==> src/design/port_mux_defines.svh <==
`ifndef PORT_MUX_DEFINES_SVH
`define PORT_MUX_DEFINES_SVH

// Register byte offsets
`define OFS_MCU_CONTROL   8'h00
`define OFS_PA_DATA       8'h04
`define OFS_PA_DIR        8'h08
`define OFS_PA_PINS       8'h0C
`define OFS_PB_DATA       8'h10
`define OFS_PB_DIR        8'h14
`define OFS_PB_PINS       8'h18
`define OFS_PB_PCMASK     8'h1C
`define OFS_PB_FUNC       8'h20

// Control register fields
`define BIT_SCAN_PORT_DISABLE     7
`define BIT_GLOBAL_PULLUP_DISABLE 4
`define BIT_VECTOR_TABLE_SELECT   1
`define BIT_VECTOR_CHANGE_ENABLE  0
`define MCU_CONTROL_WR_MASK       8'h93
`define MCU_CONTROL_RESET         8'h00

// Port B function register fields
`define BIT_PC_GROUP_ENABLE       0
`define BIT_PB7_TIMER1_SELECT     1
`define PB_FUNC_WR_MASK           8'h03

// Reset value shared by the port registers
`define PORT_REG_RESET            8'h00

`endif

==> src/design/port_mux_pkg.sv <==
package port_mux_pkg;

  // Resolved controls of one pad
  typedef struct packed {
    logic oe;
    logic out;
    logic pu;
    logic ie;
  } pin_ctl_type;

  // Answers on the register bus
  typedef enum logic [1:0] {
    RESP_OKAY   = 2'b00,
    RESP_SLVERR = 2'b10
  } axi_resp_type;

endpackage

==> src/design/port_alternate_function_mux.sv <==
`timescale 1ns/1ps
`include "port_mux_defines.svh"

module port_alternate_function_mux
  import port_mux_pkg::*;
#(
  parameter int PIN_COUNT = 8
)
(
  // Clock and reset
  input  wire logic                  clk_sys_i,
  input  wire logic                  arst_n_i,
  // AXI4-Lite slave
  input  wire logic [7:0]            s_axi_awaddr_i,
  input  wire logic                  s_axi_awvalid_i,
  output logic                       s_axi_awready_o,
  input  wire logic [31:0]           s_axi_wdata_i,
  input  wire logic [3:0]            s_axi_wstrb_i,
  input  wire logic                  s_axi_wvalid_i,
  output logic                       s_axi_wready_o,
  output port_mux_pkg::axi_resp_type s_axi_bresp_o,
  output logic                       s_axi_bvalid_o,
  input  wire logic                  s_axi_bready_i,
  input  wire logic [7:0]            s_axi_araddr_i,
  input  wire logic                  s_axi_arvalid_i,
  output logic                       s_axi_arready_o,
  output logic [31:0]                s_axi_rdata_o,
  output port_mux_pkg::axi_resp_type s_axi_rresp_o,
  output logic                       s_axi_rvalid_o,
  input  wire logic                  s_axi_rready_i,
  // Control register levels
  output logic                       scan_port_disable_o,
  output logic                       vector_table_select_o,
  output logic                       vector_change_enable_o,
  // Sleep state from power control
  input  wire logic                  sleep_i,
  // External memory interface
  input  wire logic                  ext_mem_enable_i,
  input  wire logic                  mem_wr_strobe_i,
  input  wire logic                  address_phase_active_i,
  input  wire logic [PIN_COUNT-1:0]  mem_addr_lo_i,
  input  wire logic [PIN_COUNT-1:0]  mem_wdata_i,
  output logic [PIN_COUNT-1:0]       mem_rdata_o,
  // Timer compare outputs
  input  wire logic                  timer0_compare_out_a_i,
  input  wire logic                  timer0_compare_en_a_i,
  input  wire logic                  timer1_compare_out_a_i,
  input  wire logic                  timer1_compare_en_a_i,
  input  wire logic                  timer1_compare_out_b_i,
  input  wire logic                  timer1_compare_en_b_i,
  input  wire logic                  timer1_compare_out_c_i,
  input  wire logic                  timer1_compare_en_c_i,
  input  wire logic                  timer2_compare_out_a_i,
  input  wire logic                  timer2_compare_en_a_i,
  // SPI, serial programming and pin change
  input  wire logic                  spi_enable_i,
  input  wire logic                  spi_master_i,
  input  wire logic                  spi_slave_out_i,
  input  wire logic                  spi_master_out_i,
  input  wire logic                  spi_sck_out_i,
  input  wire logic                  prog_mode_i,
  input  wire logic                  prog_serial_data_out_i,
  output logic                       spi_master_in_o,
  output logic                       spi_slave_in_o,
  output logic                       spi_sck_in_o,
  output logic                       spi_ss_in_o,
  output logic                       prog_serial_data_in_o,
  output logic [PIN_COUNT-1:0]       pin_change_src_o,
  // Port A pads
  input  wire logic [PIN_COUNT-1:0]  pa_pad_i,
  output logic [PIN_COUNT-1:0]       pa_pad_o,
  output logic [PIN_COUNT-1:0]       pa_pad_oe_o,
  output logic [PIN_COUNT-1:0]       pa_pullup_o,
  // Port B pads
  input  wire logic [PIN_COUNT-1:0]  pb_pad_i,
  output logic [PIN_COUNT-1:0]       pb_pad_o,
  output logic [PIN_COUNT-1:0]       pb_pad_oe_o,
  output logic [PIN_COUNT-1:0]       pb_pullup_o
);
  import port_mux_pkg::*;

  // Generic pad resolution shared by every pin of both ports
  function automatic pin_ctl_type resolve_pin(
    input logic dir_bit, input logic port_bit, input logic global_pullup_disable,
    input logic pullup_override_en, input logic pullup_override_val, input logic direction_override_en, input logic direction_override_val,
    input logic value_override_en, input logic value_override_val, input logic input_enable_override_en, input logic input_enable_override_val,
    input logic sleep);
    pin_ctl_type c;
    c.oe  = direction_override_en ? direction_override_val : dir_bit;
    c.out = (value_override_en && c.oe) ? value_override_val : port_bit;
    c.pu  = pullup_override_en ? pullup_override_val : (!dir_bit && port_bit && !global_pullup_disable);
    c.ie  = input_enable_override_en ? input_enable_override_val : !sleep;
    return c;
  endfunction

  logic [7:0]           mcu_control_r;
  logic [PIN_COUNT-1:0] pa_data_r;
  logic [PIN_COUNT-1:0] pa_dir_r;
  logic [PIN_COUNT-1:0] pb_data_r;
  logic [PIN_COUNT-1:0] pb_dir_r;
  logic [PIN_COUNT-1:0] pb_pcmask_r;
  logic [7:0]           pb_func_r;
  logic [PIN_COUNT-1:0] pa_meta_r;
  logic [PIN_COUNT-1:0] pa_sync_r;
  logic [PIN_COUNT-1:0] pb_meta_r;
  logic [PIN_COUNT-1:0] pb_sync_r;
  logic                 global_pullup_disable;

  assign global_pullup_disable = mcu_control_r[`BIT_GLOBAL_PULLUP_DISABLE];

  // ---------------- Register bus ----------------
  logic       aw_held_r;
  logic       w_held_r;
  logic [7:0] aw_addr_r;
  logic [31:0] w_data_r;
  logic [3:0] w_strb_r;
  logic       wr_go;
  logic       wr_hit;

  // Address and data are taken independently, in either order
  assign s_axi_awready_o = !aw_held_r && !s_axi_bvalid_o;
  assign s_axi_wready_o  = !w_held_r && !s_axi_bvalid_o;
  assign wr_go           = aw_held_r && w_held_r && !s_axi_bvalid_o;
  assign wr_hit          = wr_go && w_strb_r[0];

  always_ff @(posedge clk_sys_i or negedge arst_n_i)
  begin
    if (!arst_n_i)
    begin
      aw_held_r <= 1'b0;
      w_held_r  <= 1'b0;
      aw_addr_r <= 8'h00;
      w_data_r  <= 32'h0000_0000;
      w_strb_r  <= 4'h0;
    end
    else
    begin
      if (s_axi_awvalid_i && s_axi_awready_o)
      begin
        aw_held_r <= 1'b1;
        aw_addr_r <= s_axi_awaddr_i;
      end
      else if (wr_go)
        aw_held_r <= 1'b0;
      if (s_axi_wvalid_i && s_axi_wready_o)
      begin
        w_held_r <= 1'b1;
        w_data_r <= s_axi_wdata_i;
        w_strb_r <= s_axi_wstrb_i;
      end
      else if (wr_go)
        w_held_r <= 1'b0;
    end
  end

  // True when an offset names a register
  function automatic logic addr_mapped(input logic [7:0] a);
    case (a)
      `OFS_MCU_CONTROL, `OFS_PA_DATA, `OFS_PA_DIR, `OFS_PA_PINS,
      `OFS_PB_DATA, `OFS_PB_DIR, `OFS_PB_PINS, `OFS_PB_PCMASK,
      `OFS_PB_FUNC: addr_mapped = 1'b1;
      default:      addr_mapped = 1'b0;
    endcase
  endfunction

  // Write response, one cycle after both halves are held
  always_ff @(posedge clk_sys_i or negedge arst_n_i)
  begin
    if (!arst_n_i)
    begin
      s_axi_bvalid_o <= 1'b0;
      s_axi_bresp_o  <= RESP_OKAY;
    end
    else if (wr_go)
    begin
      s_axi_bvalid_o <= 1'b1;
      s_axi_bresp_o  <= addr_mapped(aw_addr_r) ? RESP_OKAY : RESP_SLVERR;
    end
    else if (s_axi_bready_i)
      s_axi_bvalid_o <= 1'b0;
  end

  // Writable registers; only byte lane 0 carries data
  always_ff @(posedge clk_sys_i or negedge arst_n_i)
  begin
    if (!arst_n_i)
    begin
      mcu_control_r <= `MCU_CONTROL_RESET;
      pa_data_r     <= `PORT_REG_RESET;
      pa_dir_r      <= `PORT_REG_RESET;
      pb_data_r     <= `PORT_REG_RESET;
      pb_dir_r      <= `PORT_REG_RESET;
      pb_pcmask_r   <= `PORT_REG_RESET;
      pb_func_r     <= `PORT_REG_RESET;
    end
    else if (wr_hit)
    begin
      case (aw_addr_r)
        `OFS_MCU_CONTROL: mcu_control_r <= w_data_r[7:0] & `MCU_CONTROL_WR_MASK;
        `OFS_PA_DATA:     pa_data_r     <= w_data_r[PIN_COUNT-1:0];
        `OFS_PA_DIR:      pa_dir_r      <= w_data_r[PIN_COUNT-1:0];
        `OFS_PB_DATA:     pb_data_r     <= w_data_r[PIN_COUNT-1:0];
        `OFS_PB_DIR:      pb_dir_r      <= w_data_r[PIN_COUNT-1:0];
        `OFS_PB_PCMASK:   pb_pcmask_r   <= w_data_r[PIN_COUNT-1:0];
        `OFS_PB_FUNC:     pb_func_r     <= w_data_r[7:0] & `PB_FUNC_WR_MASK;
        default:          pb_func_r     <= pb_func_r;
      endcase
    end
  end

  // Read channel: one answer at a time, data registered
  assign s_axi_arready_o = !s_axi_rvalid_o;

  always_ff @(posedge clk_sys_i or negedge arst_n_i)
  begin
    if (!arst_n_i)
    begin
      s_axi_rvalid_o <= 1'b0;
      s_axi_rdata_o  <= 32'h0000_0000;
      s_axi_rresp_o  <= RESP_OKAY;
    end
    else if (s_axi_arvalid_i && s_axi_arready_o)
    begin
      s_axi_rvalid_o <= 1'b1;
      s_axi_rresp_o  <= addr_mapped(s_axi_araddr_i) ? RESP_OKAY : RESP_SLVERR;
      case (s_axi_araddr_i)
        `OFS_MCU_CONTROL: s_axi_rdata_o <= {24'h00_0000, mcu_control_r};
        `OFS_PA_DATA:     s_axi_rdata_o <= {24'h00_0000, pa_data_r};
        `OFS_PA_DIR:      s_axi_rdata_o <= {24'h00_0000, pa_dir_r};
        `OFS_PA_PINS:     s_axi_rdata_o <= {24'h00_0000, pa_sync_r};
        `OFS_PB_DATA:     s_axi_rdata_o <= {24'h00_0000, pb_data_r};
        `OFS_PB_DIR:      s_axi_rdata_o <= {24'h00_0000, pb_dir_r};
        `OFS_PB_PINS:     s_axi_rdata_o <= {24'h00_0000, pb_sync_r};
        `OFS_PB_PCMASK:   s_axi_rdata_o <= {24'h00_0000, pb_pcmask_r};
        `OFS_PB_FUNC:     s_axi_rdata_o <= {24'h00_0000, pb_func_r};
        default:          s_axi_rdata_o <= 32'h0000_0000;
      endcase
    end
    else if (s_axi_rready_i)
      s_axi_rvalid_o <= 1'b0;
  end

  assign scan_port_disable_o    = mcu_control_r[`BIT_SCAN_PORT_DISABLE];
  assign vector_table_select_o  = mcu_control_r[`BIT_VECTOR_TABLE_SELECT];
  assign vector_change_enable_o = mcu_control_r[`BIT_VECTOR_CHANGE_ENABLE];

  // ---------------- Pad input synchronisers ----------------
  // Pads are asynchronous; nothing reads the first stage but the second
  always_ff @(posedge clk_sys_i or negedge arst_n_i)
  begin
    if (!arst_n_i)
    begin
      pa_meta_r <= `PORT_REG_RESET;
      pa_sync_r <= `PORT_REG_RESET;
      pb_meta_r <= `PORT_REG_RESET;
      pb_sync_r <= `PORT_REG_RESET;
    end
    else
    begin
      pa_meta_r <= pa_pad_i;
      pa_sync_r <= pa_meta_r;
      pb_meta_r <= pb_pad_i;
      pb_sync_r <= pb_meta_r;
    end
  end

  // ---------------- Override sources ----------------
  logic                 addr_or_wr;
  logic                 spi_mst;
  logic                 spi_slv;
  logic                 pc_group;
  logic [PIN_COUNT-1:0] pa_value_override_val;
  logic [PIN_COUNT-1:0] pb_pullup_override_en;
  logic [PIN_COUNT-1:0] pb_pullup_override_val;
  logic [PIN_COUNT-1:0] pb_direction_override_en;
  logic [PIN_COUNT-1:0] pb_direction_override_val;
  logic [PIN_COUNT-1:0] pb_value_override_en;
  logic [PIN_COUNT-1:0] pb_value_override_val;
  logic [PIN_COUNT-1:0] pb_input_enable_override_en;

  // Address-active comes straight from the controller's phase level
  assign addr_or_wr = mem_wr_strobe_i || address_phase_active_i;
  assign spi_mst    = spi_enable_i && spi_master_i;
  assign spi_slv    = spi_enable_i && !spi_master_i;
  assign pc_group   = pb_func_r[`BIT_PC_GROUP_ENABLE];

  // Port A value: address in the address phase, write data under the strobe
  assign pa_value_override_val = ({PIN_COUNT{address_phase_active_i}} & mem_addr_lo_i) |
                   ({PIN_COUNT{mem_wr_strobe_i}} & mem_wdata_i);

  // Port B overrides per pin
  always_comb
  begin
    pb_pullup_override_en  = '0;
    pb_pullup_override_val  = '0;
    pb_direction_override_en  = '0;
    pb_direction_override_val  = '0;
    pb_value_override_en  = '0;
    pb_value_override_val  = '0;
    pb_input_enable_override_en = pb_pcmask_r & {PIN_COUNT{pc_group}};
    // Bit 7: one of two timer outputs, chosen in the function register
    if (pb_func_r[`BIT_PB7_TIMER1_SELECT])
    begin
      pb_value_override_en[7] = timer1_compare_en_c_i;
      pb_value_override_val[7] = timer1_compare_out_c_i;
    end
    else
    begin
      pb_value_override_en[7] = timer0_compare_en_a_i;
      pb_value_override_val[7] = timer0_compare_out_a_i;
    end
    pb_value_override_en[6] = timer1_compare_en_b_i;
    pb_value_override_val[6] = timer1_compare_out_b_i;
    pb_value_override_en[5] = timer1_compare_en_a_i;
    pb_value_override_val[5] = timer1_compare_out_a_i;
    pb_value_override_en[4] = timer2_compare_en_a_i;
    pb_value_override_val[4] = timer2_compare_out_a_i;
    // Forced inputs keep their pull-up under the port bit; master forces bit 3 in,
    // slave forces bits 2..0 in, so the two modes never fight over one pin
    pb_pullup_override_en[3:0] = {spi_mst, {3{spi_slv}}};
    pb_direction_override_en[3:0] = {spi_mst, {3{spi_slv}}};
    pb_pullup_override_val[3:0] = pb_data_r[3:0] & {4{!global_pullup_disable}};
    // Bit 3: slave output in SPI slave mode, data out while programming
    if (prog_mode_i)
    begin
      pb_direction_override_en[3] = 1'b1;
      pb_direction_override_val[3] = 1'b1;
      pb_value_override_en[3] = 1'b1;
      pb_value_override_val[3] = prog_serial_data_out_i;
    end
    else
    begin
      pb_value_override_en[3] = spi_slv;
      pb_value_override_val[3] = spi_slave_out_i;
    end
    // Bit 2: programming input, or master output
    if (prog_mode_i)
    begin
      pb_direction_override_en[2] = 1'b1;
      pb_direction_override_val[2] = 1'b0;
      pb_pullup_override_en[2] = 1'b0;
    end
    pb_value_override_en[2] = spi_mst && !prog_mode_i;
    pb_value_override_val[2] = spi_master_out_i;
    pb_value_override_en[1] = spi_mst;
    pb_value_override_val[1] = spi_sck_out_i;
  end

  // ---------------- Pad resolution ----------------
  pin_ctl_type [PIN_COUNT-1:0] pa_ctl;
  pin_ctl_type [PIN_COUNT-1:0] pb_ctl;

  genvar gi;
  generate
    for (gi = 0; gi < PIN_COUNT; gi++)
    begin : g_pin
      // Memory enable drives pull-up, direction and value overrides
      assign pa_ctl[gi] = resolve_pin(pa_dir_r[gi], pa_data_r[gi], global_pullup_disable,
        ext_mem_enable_i,
        !addr_or_wr && pa_data_r[gi] && !global_pullup_disable,
        ext_mem_enable_i, addr_or_wr,
        ext_mem_enable_i, pa_value_override_val[gi],
        1'b0, 1'b0, sleep_i);
      assign pb_ctl[gi] = resolve_pin(pb_dir_r[gi], pb_data_r[gi], global_pullup_disable,
        pb_pullup_override_en[gi], pb_pullup_override_val[gi], pb_direction_override_en[gi], pb_direction_override_val[gi],
        pb_value_override_en[gi], pb_value_override_val[gi], pb_input_enable_override_en[gi], 1'b1, sleep_i);
    end
  endgenerate

  // Pad controls and digital inputs leave from flops; one cycle for controls, three from pad to digital input
  always_ff @(posedge clk_sys_i or negedge arst_n_i)
  begin
    if (!arst_n_i)
    begin
      pa_pad_o    <= '0;
      pa_pad_oe_o <= '0;
      pa_pullup_o <= '0;
      pb_pad_o    <= '0;
      pb_pad_oe_o <= '0;
      pb_pullup_o <= '0;
    end
    else
    begin
      for (int i = 0; i < PIN_COUNT; i++)
      begin
        pa_pad_o[i]    <= pa_ctl[i].out;
        pa_pad_oe_o[i] <= pa_ctl[i].oe;
        pa_pullup_o[i] <= pa_ctl[i].pu;
        pb_pad_o[i]    <= pb_ctl[i].out;
        pb_pad_oe_o[i] <= pb_ctl[i].oe;
        pb_pullup_o[i] <= pb_ctl[i].pu;
      end
    end
  end

  // Alternate function inputs, gated by each pin's input enable
  always_ff @(posedge clk_sys_i or negedge arst_n_i)
  begin
    if (!arst_n_i)
    begin
      mem_rdata_o           <= '0;
      pin_change_src_o      <= '0;
      spi_master_in_o       <= 1'b0;
      spi_slave_in_o        <= 1'b0;
      spi_sck_in_o          <= 1'b0;
      spi_ss_in_o           <= 1'b0;
      prog_serial_data_in_o <= 1'b0;
    end
    else
    begin
      for (int i = 0; i < PIN_COUNT; i++)
      begin
        mem_rdata_o[i]      <= pa_sync_r[i] && pa_ctl[i].ie;
        pin_change_src_o[i] <= pb_sync_r[i] && pb_ctl[i].ie;
      end
      spi_master_in_o       <= pb_sync_r[3] && pb_ctl[3].ie;
      spi_slave_in_o        <= pb_sync_r[2] && pb_ctl[2].ie;
      prog_serial_data_in_o <= pb_sync_r[2] && pb_ctl[2].ie;
      spi_sck_in_o          <= pb_sync_r[1] && pb_ctl[1].ie;
      spi_ss_in_o           <= pb_sync_r[0] && pb_ctl[0].ie;
    end
  end
endmodule

==> config.mk <==
export PLATFORM = sky130hd
export DESIGN_NAME = port_alternate_function_mux
export DESIGN_NICKNAME = d
export VERILOG_FILES = /design/src/design/port_mux_pkg.sv /design/src/design/port_alternate_function_mux.sv
export VERILOG_INCLUDE_DIRS = /design/src /design/src/design
export SDC_FILE = /design/constraint.sdc
export NUM_CORES = 1
export LEC_CHECK = 0
export BUFFER_PORTS_ARGS = -buffer_cell sky130_fd_sc_hd__buf_2
export CAP_MARGIN = 20
export CORE_UTILIZATION = 35
export CTS_CLUSTER_SIZE = 24
export DETAILED_ROUTE_END_ITERATION = 8
export GPL_TIMING_DRIVEN = 0
export PLACE_DENSITY = 0.58
export SYNTH_ARGS = -nofsm -noshare
export SYNTH_HDL_FRONTEND = slang
export SYNTH_SLANG_ARGS = --single-unit
==> constraint.sdc <==
create_clock -name clk_sys_i -period 2.6 [get_ports clk_sys_i]
set_clock_uncertainty 0.2 [all_clocks]
set_input_delay 0.52 -clock clk_sys_i [delete_from_list [all_inputs] [get_ports clk_sys_i]]
set_output_delay 0.52 -clock clk_sys_i [all_outputs]
set_load 0.1 [all_outputs]
Word-level counts from Yosys, hierarchy flattened
Index checks and enable logic that the tools add are counted.
{"block": "classes", "n_reduce_logical": 131, "n_bitwise": 5, "n_eq_ne": 16, "mux": 68}
{"op": "logical AND 1 bit", "count": 90}
{"op": "one-hot mux 8 bit (9 select lines)", "count": 1}
{"op": "2-to-1 mux 1 bit", "count": 65}
{"op": "== test 8 x 5 -> 1 bit (second input constant)", "count": 8}
{"op": "== test 8 x 4 -> 1 bit (second input constant)", "count": 4}
{"op": "zero test 1 bit", "count": 25}
{"op": "bitwise AND 8 bit", "count": 3}
{"op": "OR reduction 9 bit", "count": 2}
{"op": "== test 8 x 3 -> 1 bit (second input constant)", "count": 2}
{"op": "== test 8 x 6 -> 1 bit (second input constant)", "count": 2}
{"op": "zero test 8 bit", "count": 2}
{"op": "AND reduction 2 bit", "count": 7}
{"op": "OR 8 bit", "count": 1}
{"op": "nonzero test 2 bit", "count": 4}
{"op": "bitwise AND 4 bit", "count": 1}
{"op": "2-to-1 mux 2 bit", "count": 2}
{"op": "logical OR 1 bit", "count": 1}
{"block": "totals", "ff_bits": 203, "out_inout_bits": 113}

Longest topological paths before layout
{"block": "depth", "depth_word": 6, "ltp_mapped": 7, "depth_no_buf": 4}

Least setup slack after synthesis
No wires, ideal clock.
{"block": "synth_path", "path_kind": "reg2reg", "from": "register s_axi_bvalid_o", "to": "register w_data_r[0]", "arrival_ps": 3158, "period_less_slack_ps": 3483, "stages_incl_launch_ff": 5, "slack_ps": -883, "path_cell_list": "dfrtp_1 nor2_1 and2_1 clkbuf_1 mux2_2"}
{"block": "synth_between", "elab_chain_cells": 3}
{"element": "from (decl)", "line": "port_alternate_function_mux.sv:22", "text": "output logic s_axi_bvalid_o,"}
{"element": "from (signal assigned)", "line": "port_alternate_function_mux.sv:171", "text": "s_axi_bvalid_o <= 1'b0;"}
{"element": "from (signal assigned)", "line": "port_alternate_function_mux.sv:176", "text": "s_axi_bvalid_o <= 1'b1;"}
{"element": "from (signal assigned)", "line": "port_alternate_function_mux.sv:180", "text": "s_axi_bvalid_o <= 1'b0;"}
{"element": "zero test 1 bit", "line": "port_alternate_function_mux.sv:122", "text": "assign s_axi_wready_o = !w_held_r && !s_axi_bvalid_o;"}
{"element": "logical AND 1 bit", "line": "port_alternate_function_mux.sv:122"}
{"element": "via s_axi_wready_o", "line": "port_alternate_function_mux.sv:20", "text": "output logic s_axi_wready_o,"}
{"element": "logical AND 1 bit", "line": "port_alternate_function_mux.sv:145", "text": "if (s_axi_wvalid_i && s_axi_wready_o)"}
{"element": "to (signal assigned)", "line": "port_alternate_function_mux.sv:148", "text": "w_data_r <= s_axi_wdata_i;"}
{"element": "to (decl)", "line": "port_alternate_function_mux.sv:115", "text": "logic [31:0] w_data_r;"}
The timed path passes the listed nets, and every way through them passes these cells.
A chain may end at the register's enable or synchronous reset.

Final worst setup path
{"block": "layout_path", "from": "register aw_addr_r[1]", "to": "register pb_dir_r[2]"}
{"block": "layout_between", "elab_chain_cells": 2}
{"element": "from (decl)", "line": "port_alternate_function_mux.sv:114", "text": "logic [7:0] aw_addr_r;"}
{"element": "from (signal assigned)", "line": "port_alternate_function_mux.sv:141", "text": "aw_addr_r <= s_axi_awaddr_i;"}
{"element": "== test 8 x 5 -> 1 bit", "line": "port_alternate_function_mux.sv:198", "text": "case (aw_addr_r)"}
{"element": "AND reduction 2 bit (no line)"}
{"element": "to (signal assigned)", "line": "port_alternate_function_mux.sv:192", "text": "pb_dir_r <= `PORT_REG_RESET;"}
{"element": "to (signal assigned)", "line": "port_alternate_function_mux.sv:203", "text": "`OFS_PB_DIR: pb_dir_r <= w_data_r[PIN_COUNT-1:0];"}
{"element": "to (decl)", "line": "port_alternate_function_mux.sv:100", "text": "logic [PIN_COUNT-1:0] pb_dir_r;"}
No other way between the ends.

==> metrics.cfg <==
[status]
status=finished clean

[floorplan]
rows=51
io-pin-count=225
die_h_um=143.3
dieArea_um2=20540
core_um2=19530
initial_utilization_pct=35.79
die_x_um=143.3

[clock_tree]
clk_pin_slew_ns=0.07
root_buffer=clkbuf_16
numCtsBuffers=17
cts.sinks=173
clockBufferDepth=2
htreeDepth=4
clk_latency_ns=0.43
cts_tree=built

[finish]
layout-drive-gt1-share_pct=43.92
nets=855
area_delta_synth_final_pct=29.66
num_antenna_cells=0

[detailed_routing]
first_pass_iters=4
ant_nets=0
wl_per_cell_um=17.34
post-route-drc-count=0
first_iter_violations=208
totalWireLength_um=17710
dr_total_vias=4703
avgViaCountPerCell=4.606

[power_and_ir_drop]
seq_power_share_pct=41.1
power.density_nw_per_um2=916.4
p_int_mw=5.106
p_clk_share_pct=30.9
p_sw_share_pct=38.52
p_leak_nw=4.607
pwr-share-comb_pct=28.0
ir_worst_vdd_mv=0.4816
switchingPower_mw=3.199

[worst_setup_path]
r2r_cells=5
crit-reg2reg-capture=pb_dir_r[2]
worstPathRequired_ns=2.71
r2r-start=aw_addr_r[1]
path_class=reg2reg
path_max_fanout=8
critPathLaunchType=register
ff2ff_setup_slack_ns=0.38
critPathArrivalTime_ns=2.32
cp-end-kind=register

[timing]
drv_slew=0
tightest_slew_ns=0.8544
finalHoldViolCount=0
fmax_ghz=0.4506
rsz0062_at_grt=no
setup_tns_ns=0
slew_headroom_pct=43.04
min_period_ns=2.219
period_share_pct=85.36
finalSetupViolations=0
layout_setup_ws_ns=0.3808

[logic_synthesis]
ys_seq_area_share_pct=61.94
yosys_warnings=0
synth-seq-cells=173
ys_types=53
synthCells=514
postSynthAreaPerCell_um2=13.60
synth_area_um2=6989

[placement]
dp_hpwl_um=12940
routabilityCongestion=0.8318
post-place-ws_ns=0.2268
io_buffers=167

[grt]
grt_max_degree=102
grt_overflow=0
antenna_found_initial=0
grt_usage_pct=18.09
grt_pass1_wl_um=26990
grt_pass1_vias=4785

[flow_run]
cap_violations=0

[hold_path]
hold_path.class=in2reg
worstHoldStart=s_axi_rready_i
holdPathEnd=s_axi_rvalid_o
hold_depth=2

## Yosys cell counts (all sizes together)
cell type    n  share of area [%]
a31oi        2               0.18
nand2       27                1.5
nand2b       5               0.45
and3b        4               0.50
conb         1              0.054
nand3        4               0.47
a21o         2               0.21
mux2        75                 12
and3         3               0.27
a221oi       3               0.38
nand4        3               0.79
o31a         1               0.14
a2bb2oi      1               0.13
nor4b        1               0.13
inv         12               0.64
a21oi        7               0.50
or3          3               0.34
nor2b       14                1.3
and2         4               0.36
a21boi       9               0.97
mux2i       11                1.6
nor3b       16                1.8
o221ai       1               0.13
dfrtp      173                 62
nor4         3               0.27
nand3b       2               0.21
a211o        2               0.25
a22oi        3               0.32
a222oi       1               0.14
or4          2               0.27
nor3         4               0.29
o21ai       22                1.6
buf         42                4.3
clkbuf      13               0.72
a2111oi      1               0.13
mux4         4                1.3
a32oi        1               0.13
a211oi       1               0.11
a221o        1               0.14
o21a         1               0.11
a22o        18                2.3
nor2        11               0.82
## power by group through the flow
stage / logic (mW) / registers [mW] / clock network, mW
after floorplan: 1.03 / 4.19 / 0
after global placement: 2.28 / 3.45 / 0
after detailed placement: 2.32 / 3.47 / 0
after CTS: 2.35 / 3.42 / 2.63
after global routing: 2.45 / 3.48 / 2.74
final: 2.33 / 3.42 / 2.56
## logic make-up (layout without fill, tap and decap cells)
family	count (synthesis)	count (layout)	synth area share, %
buf+inv	67	284	5.621
simple gates	106	106	9.649
flops	173	173	61.94
mux	90	90	14.95
other cells	1	26	0.05365
compound gates	77	77	7.787
## critical path, cell delays in order, from the launching register on
cell     delay, ns
dfrtp_1       0.38
or4_4         0.59
nor2_8        0.18
and3_1        0.18
buf_4         0.21
mux2_2        0.36
## layer usage
metal	vias to the layer above	global-route usage, %	share of wire, %
met3	16	4.132	5.7
met1	2319	23.79	44
li1	2222	-	-
met4	0	5.599	1.2
met2	146	29.70	49
met5	-	0	0
## layout make-up
class	count	area (um^2)
fillers	1843	10460
clock buffers	18	439.2
inverters	12	45.04
repair buffers	185	1044
plain buffers	55	347.8
clock inverters	14	153.9
flip-flops and latches	173	4330
multi-input cells	299	2371
well taps	265	331.6
## layout by cell type, fill, tap and decap left out, types with 3 or more instances in the layout
master	netlist	layout
buf_2	7	173
dfrtp_1	173	172
mux2_2	74	74
buf_4	33	33
nand2_1	27	27
conb_1	1	26
o21ai_0	22	22
a22o_1	18	18
clkbuf_16	0	17
dlygate4sd3_1	0	17
nor3b_1	15	15
nor2b_1	14	14
inv_1	12	12
clkbuf_1	12	12
mux2i_1	11	11
a21boi_0	9	9
nor2_1	10	8
a21oi_1	7	7
inv_6	0	7
nand2b_1	5	5
and3b_1	4	4
and2_1	4	4
mux4_2	4	4
nor3_1	4	4
nand3_1	3	3
and3_1	3	3
nor4_1	3	3
a221oi_1	3	3
a22oi_1	3	3
clkinvlp_4	0	3
## metrics by stage
| step | util, % | hold slack, ns | cells | power [mW] | cell area, um^2 |
|---|---|---|---|---|---|
| 3_3_place_gp | 42.31 | 0.1338 | 971 | 5.725 | 8262 |
| 5_1_grt | 46.41 | 0.07896 | 1021 | 8.675 | 9062 |
| 3_5_place_dp | 42.50 | 0.1347 | 972 | 5.787 | 8299 |
| 6_report | 46.41 | 0.07473 | 1021 | 8.305 | 9062 |
| 2_1_floorplan | - | 0.02441 | 539 | 5.216 | 7094 |
| 4_1_cts | 46.41 | 0.05982 | 1021 | 8.392 | 9062 |
## worst max path at each step
stage	slack, ns	startpoint	cells past startpoint	end
final	0.38	aw_addr_r[1]	5	pb_dir_r[2]
after global placement	-2.10	arst_n_i	1	s_axi_bvalid_o
after global routing	0.30	aw_addr_r[1]	3	pb_func_r[0]
after CTS	0.36	aw_addr_r[1]	5	pb_dir_r[2]
after detailed placement	0.23	s_axi_araddr_i[4]	6	s_axi_rdata_o[6]
after floorplan	0.19	s_axi_bvalid_o	4	w_data_r[0]
## repair_timing
action                                  in CTS  in global routing
hold buffers                                17                  0
setup buffers                                0                  0
resized for setup                            0                  0
hold endpoints to repair                    88                  0
endpoints found under the setup margin       0                  0
Power figures use the tool's default switching activity.
